[src/core/mipr_regs.svh]
// Register offsets, field positions, reset values and delay counts of the resolver
`ifndef MIPR_REGS_SVH
`define MIPR_REGS_SVH
`define MIPR_FLAG_ADDR 8'h00
`define MIPR_STAT_ADDR 8'h04
`define MIPR_SRC_BASE 8'h10
`define MIPR_GIE_BIT 0
`define MIPR_IPL_LSB 4
`define MIPR_REQ_BIT 3
`define MIPR_STAT_ANY_BIT 0
`define MIPR_STAT_OK_BIT 1
`define MIPR_GIE_RST 1'b0
`define MIPR_IPL_RST 3'h0
`define MIPR_LVL_RST 3'h0
`define MIPR_KEY_RST 1'b1
`define MIPR_IPL_RETURN_FROM_INTERRUPT_INSTR_DLY 2
`define MIPR_IPL_CTRL_DLY 3
`define MIPR_LVL_DLY 2
`endif

[src/core/mipr_pkg.sv]
// Types shared by the interrupt priority resolver
package mipr_pkg;
	typedef enum logic [1:0] {
		FK_RETURN_FROM_INTERRUPT_INSTR = 2'h0,
		FK_FLAG = 2'h1,
		FK_CTRL = 2'h2,
		FK_LOAD_PRIORITY_INSTR = 2'h3
	} mipr_flag_kind_type;
	typedef enum logic [2:0] {
		AK_NONE = 3'h0,
		AK_NMI = 3'h1,
		AK_DEBUG = 3'h2,
		AK_WDOG = 3'h3,
		AK_SWI = 3'h4,
		AK_PERIPH = 3'h5,
		AK_STEP = 3'h6,
		AK_AMATCH = 3'h7
	} mipr_accept_kind_type;
	typedef enum logic [1:0] {
		ST_IDLE = 2'b00,
		ST_GRANT = 2'b01
	} mipr_state_type;
endpackage

[src/core/mipr_resolver.sv]
// Maskable interrupt acceptance and priority resolver
// Function
// - Key pin falling edge sets key request
// - Key edge counts only if others high
// - Per-source control; enable and level in flags
// - Non-maskable interrupts bypass enable and levels
// - Enable flag gates all maskable; resets clear
// - Return applies enable now; others next instruction
// - Hardware sets, acceptance clears; software clears only
// - Level 0 disables, 1 lowest, 7 highest
// - Accept: enable, request, level above processor level
// - Processor level n passes levels above n
// - Enable, requests, levels, processor level independent
// - Return-restored level gates after 2 cycles
// - Pop/load level change gates after 3 cycles
// - Source level write gates after 2 cycles
// - Highest level wins; ties by hardware order
// - Fixed order nmi, debug, watchdog, software, peripheral, step, match
// - Software interrupts ungated; lose only to nmi, debug, watchdog
// - Acceptance clears enable, request; loads level
// - Rejected requests stay pending until level allows
//
// Design decisions made here: the placing of the registers and the address-and-strobe port.
`timescale 1ns/1ps
`include "mipr_regs.svh"
module mipr_resolver #(
	parameter int NUM_SRC = 8,
	parameter int KEY_PINS = 8,
	parameter int SRC_W = $clog2(NUM_SRC)
) (
	input wire logic core_clk,
	input wire logic reset_n,
	input wire logic [7:0] reg_addr,
	input wire logic [7:0] reg_wdata,
	input wire logic reg_wr,
	input wire logic reg_rd,
	output logic [7:0] reg_rdata,
	input wire logic [KEY_PINS-1:0] key_pin_n,
	input wire logic [NUM_SRC-1:1] periph_req,
	input wire logic nmi_req,
	input wire logic debug_request,
	input wire logic wdog_req,
	input wire logic step_req,
	input wire logic amatch_req,
	input wire logic swi_req,
	input wire logic sample_req,
	input wire logic flag_wr,
	input wire mipr_pkg::mipr_flag_kind_type flag_kind,
	input wire logic gie_wr_en,
	input wire logic gie_val,
	input wire logic ipl_wr_en,
	input wire logic [2:0] ipl_val,
	output logic accept_valid,
	output mipr_pkg::mipr_accept_kind_type accept_kind,
	output logic [SRC_W-1:0] accept_src,
	output logic [2:0] accept_level,
	output logic gie_out,
	output logic [2:0] processor_priority_level
);
	localparam int LVL_STAGES = `MIPR_LVL_DLY - 1;

	// Key pins: two synchroniser stages plus one history stage
	logic [KEY_PINS-1:0] key_s1_q;
	logic [KEY_PINS-1:0] key_s2_q;
	logic [KEY_PINS-1:0] key_s3_q;
	logic key_evt;

	logic gie_q;
	logic [2:0] ipl_q;
	logic [2:0] ipl_gate_q;
	logic [2:0] ipl_pend_q;
	logic [1:0] ipl_cnt_q;
	logic [NUM_SRC-1:0] req_q;
	logic [NUM_SRC-1:0] req_set;
	logic [NUM_SRC-1:0] req_clr;
	logic [2:0] lvl_q [NUM_SRC];
	logic [2:0] lvl_pipe_q [NUM_SRC][LVL_STAGES];
	mipr_pkg::mipr_state_type st_q;
	logic [7:0] rdata_q;
	logic accept_valid_q;
	mipr_pkg::mipr_accept_kind_type accept_kind_q;
	logic [SRC_W-1:0] accept_src_q;
	logic [2:0] accept_level_q;

	logic wr_flag;
	logic wr_src;
	logic [SRC_W-1:0] wr_idx;
	logic gie_eff;
	logic [2:0] best_lvl;
	logic [SRC_W-1:0] best_idx;
	logic best_hit;
	logic mask_ok;
	mipr_pkg::mipr_accept_kind_type win_kind;
	logic grant;
	logic grant_periph;
	logic [7:0] rd_val;

	// Source register address decode
	function automatic logic src_hit(input logic [7:0] addr);
		logic [8:0] top;
		top = {1'b0, `MIPR_SRC_BASE} + 9'(NUM_SRC);
		src_hit = (addr >= `MIPR_SRC_BASE) && ({1'b0, addr} < top);
	endfunction

	function automatic logic [SRC_W-1:0] src_idx(input logic [7:0] addr);
		logic [7:0] off;
		off = addr - `MIPR_SRC_BASE;
		src_idx = off[SRC_W-1:0];
	endfunction

	// Single falling edge while every other key pin is high in the same sample
	function automatic logic key_edge_ok(input logic [KEY_PINS-1:0] prev,
			input logic [KEY_PINS-1:0] cur);
		logic ok;
		logic [KEY_PINS-1:0] mask;
		ok = 1'b0;
		for (int i = 0; i < KEY_PINS; i++) begin
			mask = '0;
			mask[i] = 1'b1;
			if (prev[i] && !cur[i] && ((cur | mask) == '1)) begin
				ok = 1'b1;
			end
		end
		key_edge_ok = ok;
	endfunction

	// Key synchroniser and edge history
	always_ff @(posedge core_clk or negedge reset_n) begin
		if (!reset_n) begin
			key_s1_q <= {KEY_PINS{`MIPR_KEY_RST}};
			key_s2_q <= {KEY_PINS{`MIPR_KEY_RST}};
			key_s3_q <= {KEY_PINS{`MIPR_KEY_RST}};
		end else begin
			key_s1_q <= key_pin_n;
			key_s2_q <= key_s1_q;
			key_s3_q <= key_s2_q;
		end
	end

	assign key_evt = key_edge_ok(key_s3_q, key_s2_q);

	// Register write decode
	assign wr_flag = reg_wr && (reg_addr == `MIPR_FLAG_ADDR);
	assign wr_src = reg_wr && src_hit(reg_addr);
	assign wr_idx = src_idx(reg_addr);

	// Return instruction changes enable within its own sampling
	always_comb begin
		if (flag_wr && gie_wr_en && flag_kind == mipr_pkg::FK_RETURN_FROM_INTERRUPT_INSTR) begin
			gie_eff = gie_val;
		end else begin
			gie_eff = gie_q;
		end
	end

	// Highest level, lower index wins ties
	always_comb begin
		best_lvl = 3'h0;
		best_idx = '0;
		best_hit = 1'b0;
		for (int i = 0; i < NUM_SRC; i++) begin
			if (req_q[i] && lvl_pipe_q[i][LVL_STAGES-1] > best_lvl) begin
				best_lvl = lvl_pipe_q[i][LVL_STAGES-1];
				best_idx = SRC_W'(i);
				best_hit = 1'b1;
			end
		end
	end

	always_comb begin
		mask_ok = 1'b0;
		if (best_hit && gie_eff) begin
			mask_ok = (best_lvl > ipl_gate_q);
		end
	end

	// Fixed order of special and software interrupts
	always_comb begin
		if (nmi_req) begin
			win_kind = mipr_pkg::AK_NMI;
		end else if (debug_request) begin
			win_kind = mipr_pkg::AK_DEBUG;
		end else if (wdog_req) begin
			win_kind = mipr_pkg::AK_WDOG;
		end else if (swi_req) begin
			win_kind = mipr_pkg::AK_SWI;
		end else if (mask_ok) begin
			win_kind = mipr_pkg::AK_PERIPH;
		end else if (step_req) begin
			win_kind = mipr_pkg::AK_STEP;
		end else if (amatch_req) begin
			win_kind = mipr_pkg::AK_AMATCH;
		end else begin
			win_kind = mipr_pkg::AK_NONE;
		end
	end

	// Grant when sampled idle and a winner exists
	assign grant = sample_req && (st_q == mipr_pkg::ST_IDLE) && (win_kind != mipr_pkg::AK_NONE);
	assign grant_periph = grant && (win_kind == mipr_pkg::AK_PERIPH);

	always_ff @(posedge core_clk or negedge reset_n) begin
		if (!reset_n) begin
			st_q <= mipr_pkg::ST_IDLE;
		end else begin
			case (st_q)
				mipr_pkg::ST_IDLE: begin
					if (grant) begin
						st_q <= mipr_pkg::ST_GRANT;
					end
				end
				mipr_pkg::ST_GRANT: begin
					st_q <= mipr_pkg::ST_IDLE;
				end
				default: begin
					st_q <= mipr_pkg::ST_IDLE;
				end
			endcase
		end
	end

	// Acceptance report, valid one cycle
	always_ff @(posedge core_clk or negedge reset_n) begin
		if (!reset_n) begin
			accept_valid_q <= 1'b0;
			accept_kind_q <= mipr_pkg::AK_NONE;
			accept_src_q <= '0;
			accept_level_q <= 3'h0;
		end else begin
			accept_valid_q <= grant;
			if (grant) begin
				accept_kind_q <= win_kind;
				accept_src_q <= '0;
				accept_level_q <= 3'h0;
			end
			if (grant_periph) begin
				accept_src_q <= best_idx;
				accept_level_q <= best_lvl;
			end
		end
	end

	// Global enable flag
	always_ff @(posedge core_clk or negedge reset_n) begin
		if (!reset_n) begin
			gie_q <= `MIPR_GIE_RST;
		end else if (grant) begin
			gie_q <= 1'b0;
		end else if (flag_wr && gie_wr_en) begin
			gie_q <= gie_val;
		end else if (wr_flag) begin
			gie_q <= reg_wdata[`MIPR_GIE_BIT];
		end
	end

	// Stored processor level
	always_ff @(posedge core_clk or negedge reset_n) begin
		if (!reset_n) begin
			ipl_q <= `MIPR_IPL_RST;
		end else if (grant_periph) begin
			ipl_q <= best_lvl;
		end else if (flag_wr && ipl_wr_en) begin
			ipl_q <= ipl_val;
		end else if (wr_flag) begin
			ipl_q <= reg_wdata[`MIPR_IPL_LSB+:3];
		end
	end

	// Delayed processor level used for gating
	always_ff @(posedge core_clk or negedge reset_n) begin
		if (!reset_n) begin
			ipl_gate_q <= `MIPR_IPL_RST;
			ipl_pend_q <= `MIPR_IPL_RST;
			ipl_cnt_q <= 2'h0;
		end else if (grant_periph) begin
			ipl_gate_q <= best_lvl;
			ipl_cnt_q <= 2'h0;
		end else if (flag_wr && ipl_wr_en) begin
			ipl_pend_q <= ipl_val;
			if (flag_kind == mipr_pkg::FK_RETURN_FROM_INTERRUPT_INSTR) begin
				ipl_cnt_q <= 2'(`MIPR_IPL_RETURN_FROM_INTERRUPT_INSTR_DLY - 1);
			end else begin
				ipl_cnt_q <= 2'(`MIPR_IPL_CTRL_DLY - 1);
			end
		end else if (wr_flag) begin
			ipl_pend_q <= reg_wdata[`MIPR_IPL_LSB+:3];
			ipl_cnt_q <= 2'(`MIPR_IPL_CTRL_DLY - 1);
		end else if (ipl_cnt_q != 2'h0) begin
			ipl_cnt_q <= ipl_cnt_q - 2'h1;
			if (ipl_cnt_q == 2'h1) begin
				ipl_gate_q <= ipl_pend_q;
			end
		end
	end

	// Request bits: a set beats a clear in the same cycle
	assign req_set = {periph_req, key_evt};
	always_comb begin
		for (int i = 0; i < NUM_SRC; i++) begin
			req_clr[i] = (wr_src && wr_idx == SRC_W'(i) && !reg_wdata[`MIPR_REQ_BIT])
				|| (grant_periph && best_idx == SRC_W'(i));
		end
	end

	always_ff @(posedge core_clk or negedge reset_n) begin
		if (!reset_n) begin
			req_q <= '0;
		end else begin
			req_q <= (req_q & ~req_clr) | req_set;
		end
	end

	// Source levels and their gating delay
	always_ff @(posedge core_clk or negedge reset_n) begin
		if (!reset_n) begin
			for (int i = 0; i < NUM_SRC; i++) begin
				lvl_q[i] <= `MIPR_LVL_RST;
			end
		end else if (wr_src) begin
			lvl_q[wr_idx] <= reg_wdata[2:0];
		end
	end

	always_ff @(posedge core_clk or negedge reset_n) begin
		if (!reset_n) begin
			for (int i = 0; i < NUM_SRC; i++) begin
				for (int s = 0; s < LVL_STAGES; s++) begin
					lvl_pipe_q[i][s] <= `MIPR_LVL_RST;
				end
			end
		end else begin
			for (int i = 0; i < NUM_SRC; i++) begin
				lvl_pipe_q[i][0] <= lvl_q[i];
				for (int s = 1; s < LVL_STAGES; s++) begin
					lvl_pipe_q[i][s] <= lvl_pipe_q[i][s-1];
				end
			end
		end
	end

	// Register read decode
	always_comb begin
		rd_val = 8'h00;
		if (reg_addr == `MIPR_FLAG_ADDR) begin
			rd_val[`MIPR_GIE_BIT] = gie_q;
			rd_val[`MIPR_IPL_LSB+:3] = ipl_q;
		end else if (reg_addr == `MIPR_STAT_ADDR) begin
			rd_val[`MIPR_STAT_ANY_BIT] = |req_q;
			rd_val[`MIPR_STAT_OK_BIT] = mask_ok;
			rd_val[`MIPR_IPL_LSB+:3] = ipl_gate_q;
		end else if (src_hit(reg_addr)) begin
			rd_val[2:0] = lvl_q[src_idx(reg_addr)];
			rd_val[`MIPR_REQ_BIT] = req_q[src_idx(reg_addr)];
		end
	end

	// Read data stands one cycle
	always_ff @(posedge core_clk or negedge reset_n) begin
		if (!reset_n) begin
			rdata_q <= 8'h00;
		end else if (reg_rd) begin
			rdata_q <= rd_val;
		end else begin
			rdata_q <= 8'h00;
		end
	end

	assign reg_rdata = rdata_q;
	assign accept_valid = accept_valid_q;
	assign accept_kind = accept_kind_q;
	assign accept_src = accept_src_q;
	assign accept_level = accept_level_q;
	assign gie_out = gie_q;
	assign processor_priority_level = ipl_q;
endmodule // mipr_resolver

[config.mk]
export PLATFORM = sky130hd
export DESIGN_NAME = mipr_resolver
export DESIGN_NICKNAME = d
export VERILOG_FILES = /design/src/core/mipr_pkg.sv /design/src/core/mipr_resolver.sv
export VERILOG_INCLUDE_DIRS = /design/src /design/src/core
export SDC_FILE = /design/constraint.sdc
export NUM_CORES = 1
export LEC_CHECK = 0
export BUFFER_PORTS_ARGS = -buffer_cell sky130_fd_sc_hd__buf_4
export CAP_MARGIN = 20
export CORE_MARGIN = 3
export CORE_UTILIZATION = 30
export CTS_BUF_LIST = sky130_fd_sc_hd__clkbuf_4 sky130_fd_sc_hd__clkbuf_8 sky130_fd_sc_hd__clkbuf_16
export DETAILED_ROUTE_END_ITERATION = 10
export PLACE_DENSITY_LB_ADDON = 0.1
export SLEW_MARGIN = 20
export SYNTH_ARGS = -nofsm -noshare
export SYNTH_HDL_FRONTEND = slang
export SYNTH_SLANG_ARGS = --single-unit
[constraint.sdc]
create_clock -name core_clk -period 18.44 [get_ports core_clk]
set_clock_uncertainty 0.1 [all_clocks]
set_input_delay 0 -clock core_clk [delete_from_list [all_inputs] [get_ports core_clk]]
set_output_delay 0 -clock core_clk [all_outputs]
set_load 0.01 [all_outputs]
==> flow_metrics.py <==
metrics = {
    "floorplan": {
        "num_io_pins": 73,
        "fp.dieH_um": 143,
        "start_util_pct": 30.9,
        "dieWidth_um": 143,
        "num_rows": 49,
        "design.die.area_um2": 20400,
        "core_area_um2": 18200,
    },
    "yosys": {
        "ys.flop_type": "dfrtp_1",
        "synth.ff_latch_count": 110,
        "async_reset_ff_share_pct": 100,
        "synth_cell_types": 69,
        "yosysSeqAreaShare_pct": 49.5,
        "yosysWarnings": 0,
        "yosysTopAreaCell": "dfrtp_1",
        "synthCells": 527,
        "synthAdderAreaFrac_pct": 3.74,
        "postSynthAreaPerCell_um2": 10.7,
        "synthTopCellsByArea": "dfrtp_1, dfstp_2, mux2_2",
        "synth.cell_area_um2": 5620,
        "synth_xor_area_share_pct": 0,
        "synthesis.nets": 594,
        "synth.area.mux_share_pct": 12.0,
        "synth_top_family_by_area": "compound AO/OA/AOI/OAI gates",
        "synth_top_cell_area_share_pct": 38.3,
        "synth-simple-area-share_pct": 14.4,
        "synth_edf_count": 0,
        "synth_compound_area_share_pct": 17.2,
    },
    "routing": {
        "drt_iter0_markers": 283,
        "viasPerCell": 5.20,
        "num_vias": 4568,
        "drtAntennaViolNets": 0,
        "drc_errors": 0,
        "firstDrtPassIters": 5,
        "drt-total-wl_um": 15700,
        "wire_per_inst_um": 17.8,
    },
    "grt": {
        "globalRouteMet3Util_pct": 3.28,
        "antenna_found_initial": 0,
        "grt_overflow": 0,
        "grt_pass1_wl_um": 25100,
        "use_met1_pct": 21.6,
        "met2_usage_pct": 26.1,
        "grt_max_degree": 60,
        "grt_pass1_vias": 4640,
        "top_usage_layer": "met2",
        "grtUsageTotal_pct": 16.0,
    },
    "clocking": {
        "clockBufferDepth": 2,
        "cts_inserted_buffers": 9,
        "tritoncts": "built",
        "post_cts_buffers": 0,
        "root_buffer": "clkbuf_16",
        "path_clk_slew_ns": 0.08,
        "h-tree-depth": 3,
        "clock_sinks": 110,
        "clock_latency_ns": 0.36,
    },
    "critical_path": {
        "crit_fanout": 12,
        "cp.required_ns": 18.57,
        "critPathMostFrequentCell": "ha_1",
        "critPathSlowestCell": "dlygate4sd3_1",
        "criticalPathCategory": "reg2reg",
        "max_stage_delay_ns": 0.56,
        "start_kind": "flip-flop",
        "crit_path_end_kind": "flip-flop",
        "cp.arrival_ns": 14.64,
    },
    "pwr": {
        "p_per_area_nw_per_um2": 95.6,
        "power.leakage_nw": 3.18,
        "max-vdd-ir-drop_uv": 63.7,
    },
    "finish": {
        "area_growth_pct": 27.3,
        "finish.utilization_pct": 39.3,
        "nNetsFinal": 712,
        "diodes": 0,
        "drive_above_1_share_pct": 23.4,
    },
    "placement": {
        "dp_hpwl_um": 11800,
        "portBuffers": 70,
        "gp_congestion": 0.836,
    },
    "run_status": {
        "status": "completed",
    },
    "timing": {
        "worst-slew-pin-transition_ns": 0.903,
        "holdWs_ns": 0.0215,
        "fin_crit_sh_pct": 78.7,
        "setup_viol": 0,
        "slew_headroom_pct": 39.4,
        "rsz0062_at_grt": "false",
        "min_period_ns": 14.51,
        "tns_ns": 0,
        "slew_viol_final": 0,
        "final_hold_viol_count": 0,
        "clock.fmax_mhz": 68.9,
    },
    "flow_run": {
        "max-cap-violations": 0,
    },
    "worst_hold_path": {
        "hp-class": "in2reg",
    },
}
## cell usage in the layout, fill, tap and decap left out, types with 5 or more instances in the layout
cell / synthesis / layout
dlygate4sd3_1: 0 / 46
o31ai_1: 5 / 5
nand2b_1: 11 / 11
nor2b_1: 6 / 6
nand4_1: 5 / 5
a21oi_1: 27 / 27
mux2_2: 25 / 25
mux4_2: 8 / 8
ha_1: 16 / 16
inv_1: 34 / 34
dfstp_2: 24 / 24
nand3_1: 16 / 16
and2_1: 6 / 6
nor2_1: 34 / 34
a31oi_1: 10 / 10
a41oi_1: 7 / 7
nor4_1: 8 / 8
o21ai_1: 7 / 7
buf_4: 1 / 71
o21bai_1: 8 / 8
nor3_1: 11 / 11
o21ai_0: 24 / 24
clkbuf_16: 0 / 9
dfrtp_1: 86 / 86
mux2i_1: 20 / 20
nor3b_1: 6 / 6
o22ai_1: 7 / 7
nand2_1: 40 / 40
## synth_stat cells, types with 7 or more instances
cell type,count
ha_1,16
nor4_1,8
o21ai_0,24
nor2_1,34
dfstp_2,24
nand2b_1,11
o21ai_1,7
dfrtp_1,86
nand2_1,40
o22ai_1,7
mux2_2,25
inv_1,34
a31oi_1,10
o21bai_1,8
mux4_2,8
a41oi_1,7
a21oi_1,27
clkbuf_1,8
nand3_1,16
mux2i_1,20
nor3_1,11
## power breakdown
part           internal, mW  leakage (nW)  switching, mW
logic                0.0884          1.66          0.129
registers             0.261          1.37         0.0139
clock network        0.0967         0.145         0.0955
total                 0.446          3.18          0.238
## kinds of logic (layout without fill, tap and decap cells)
kind of cell | count (synthesis) | in the layout
compound gates | 140 | 140
simple gates | 160 | 160
buf+inv | 45 | 168
fa+ha+maj | 17 | 17
mux | 54 | 54
flops | 110 | 110
other cells | 1 | 1
## flip-flops by register name, summed over array words and instances (netlist names), 2 cells and up
signal	flops
accept_level	3
lvl_pipe_q	24
ipl_gate_q	3
key_s3_q	8
key_s1_q	8
req_q	8
ipl_cnt_q	2
processor_priority_level	3
accept_kind	3
accept_src	3
reg_rdata	7
key_s2_q	8
lvl_q	24
ipl_pend_q	3
## per-layer routing
metal,share of wire [%],wire length (um),vias to the layer above
met5,0,0,-
met4,1.3,208,0
met3,4.9,767,11
met2,49,7630,111
met1,45,7080,2250
li1,-,-,2196
## final timing paths
path,startpoint,to,slack [ns],cells after the start
worst min-delay path,reg_wdata[6],processor_priority_level[2],0.02,4
worst max-delay path,req_q[0],req_q[4],3.93,61
min in group asynchronous,reset_n,reg_rdata[4],0.13,2
max in group asynchronous,reset_n,lvl_q[12],16.88,3
worst min register to register,key_s1_q[1],key_s2_q[1],0.26,0
worst max register to register,req_q[0],req_q[4],3.93,61
## area by class of cell
class	count	area [um^2]
Fill cell	1778	11100
Clock buffer	10	233
Sequential cell	110	2780
Inverter	34	128
Tap cell	229	287
Clock inverter	6	60.1
Multi-Input combinational cell	372	2660
Timing Repair Buffer	118	1000
## stage by stage
| stage | power, mW | std cells | area [um^2] | setup slack, ns |
|---|---|---|---|---|
| CTS | 0.692 | 878 | 7140 | 3.98 |
| floorplan | 0.416 | 527 | 5620 | 7.35 |
| global placement | 0.481 | 816 | 6390 | 4.41 |
| detailed placement | 0.487 | 816 | 6390 | 4.19 |
| global route | 0.731 | 879 | 7150 | 2.66 |
| finish | 0.684 | 879 | 7150 | 3.93 |
## worst max-delay path, delay by kind of cell, from the launching register on
kind | cells | cell delay (ns)
AO/OA/AOI/OAI | 27 | 5.88
adder cells (fa/ha/maj) | 8 | 2.35
buffers and inverters | 6 | 1.24
flip-flops | 1 | 0.48
multiplexers | 3 | 1.25
AND/OR/NAND/NOR | 17 | 3.09
## timing repair
| item | 4_1_cts | 5_1_grt |
|---|---|---|
| hold buffers | 46 | 0 |
| setup endpoints to repair | 0 | 0 |
| gates resized for setup | 0 | 0 |
| endpoints found under the hold margin | 109 | 0 |
No activity file was read; power rests on OpenSTA's default activity.
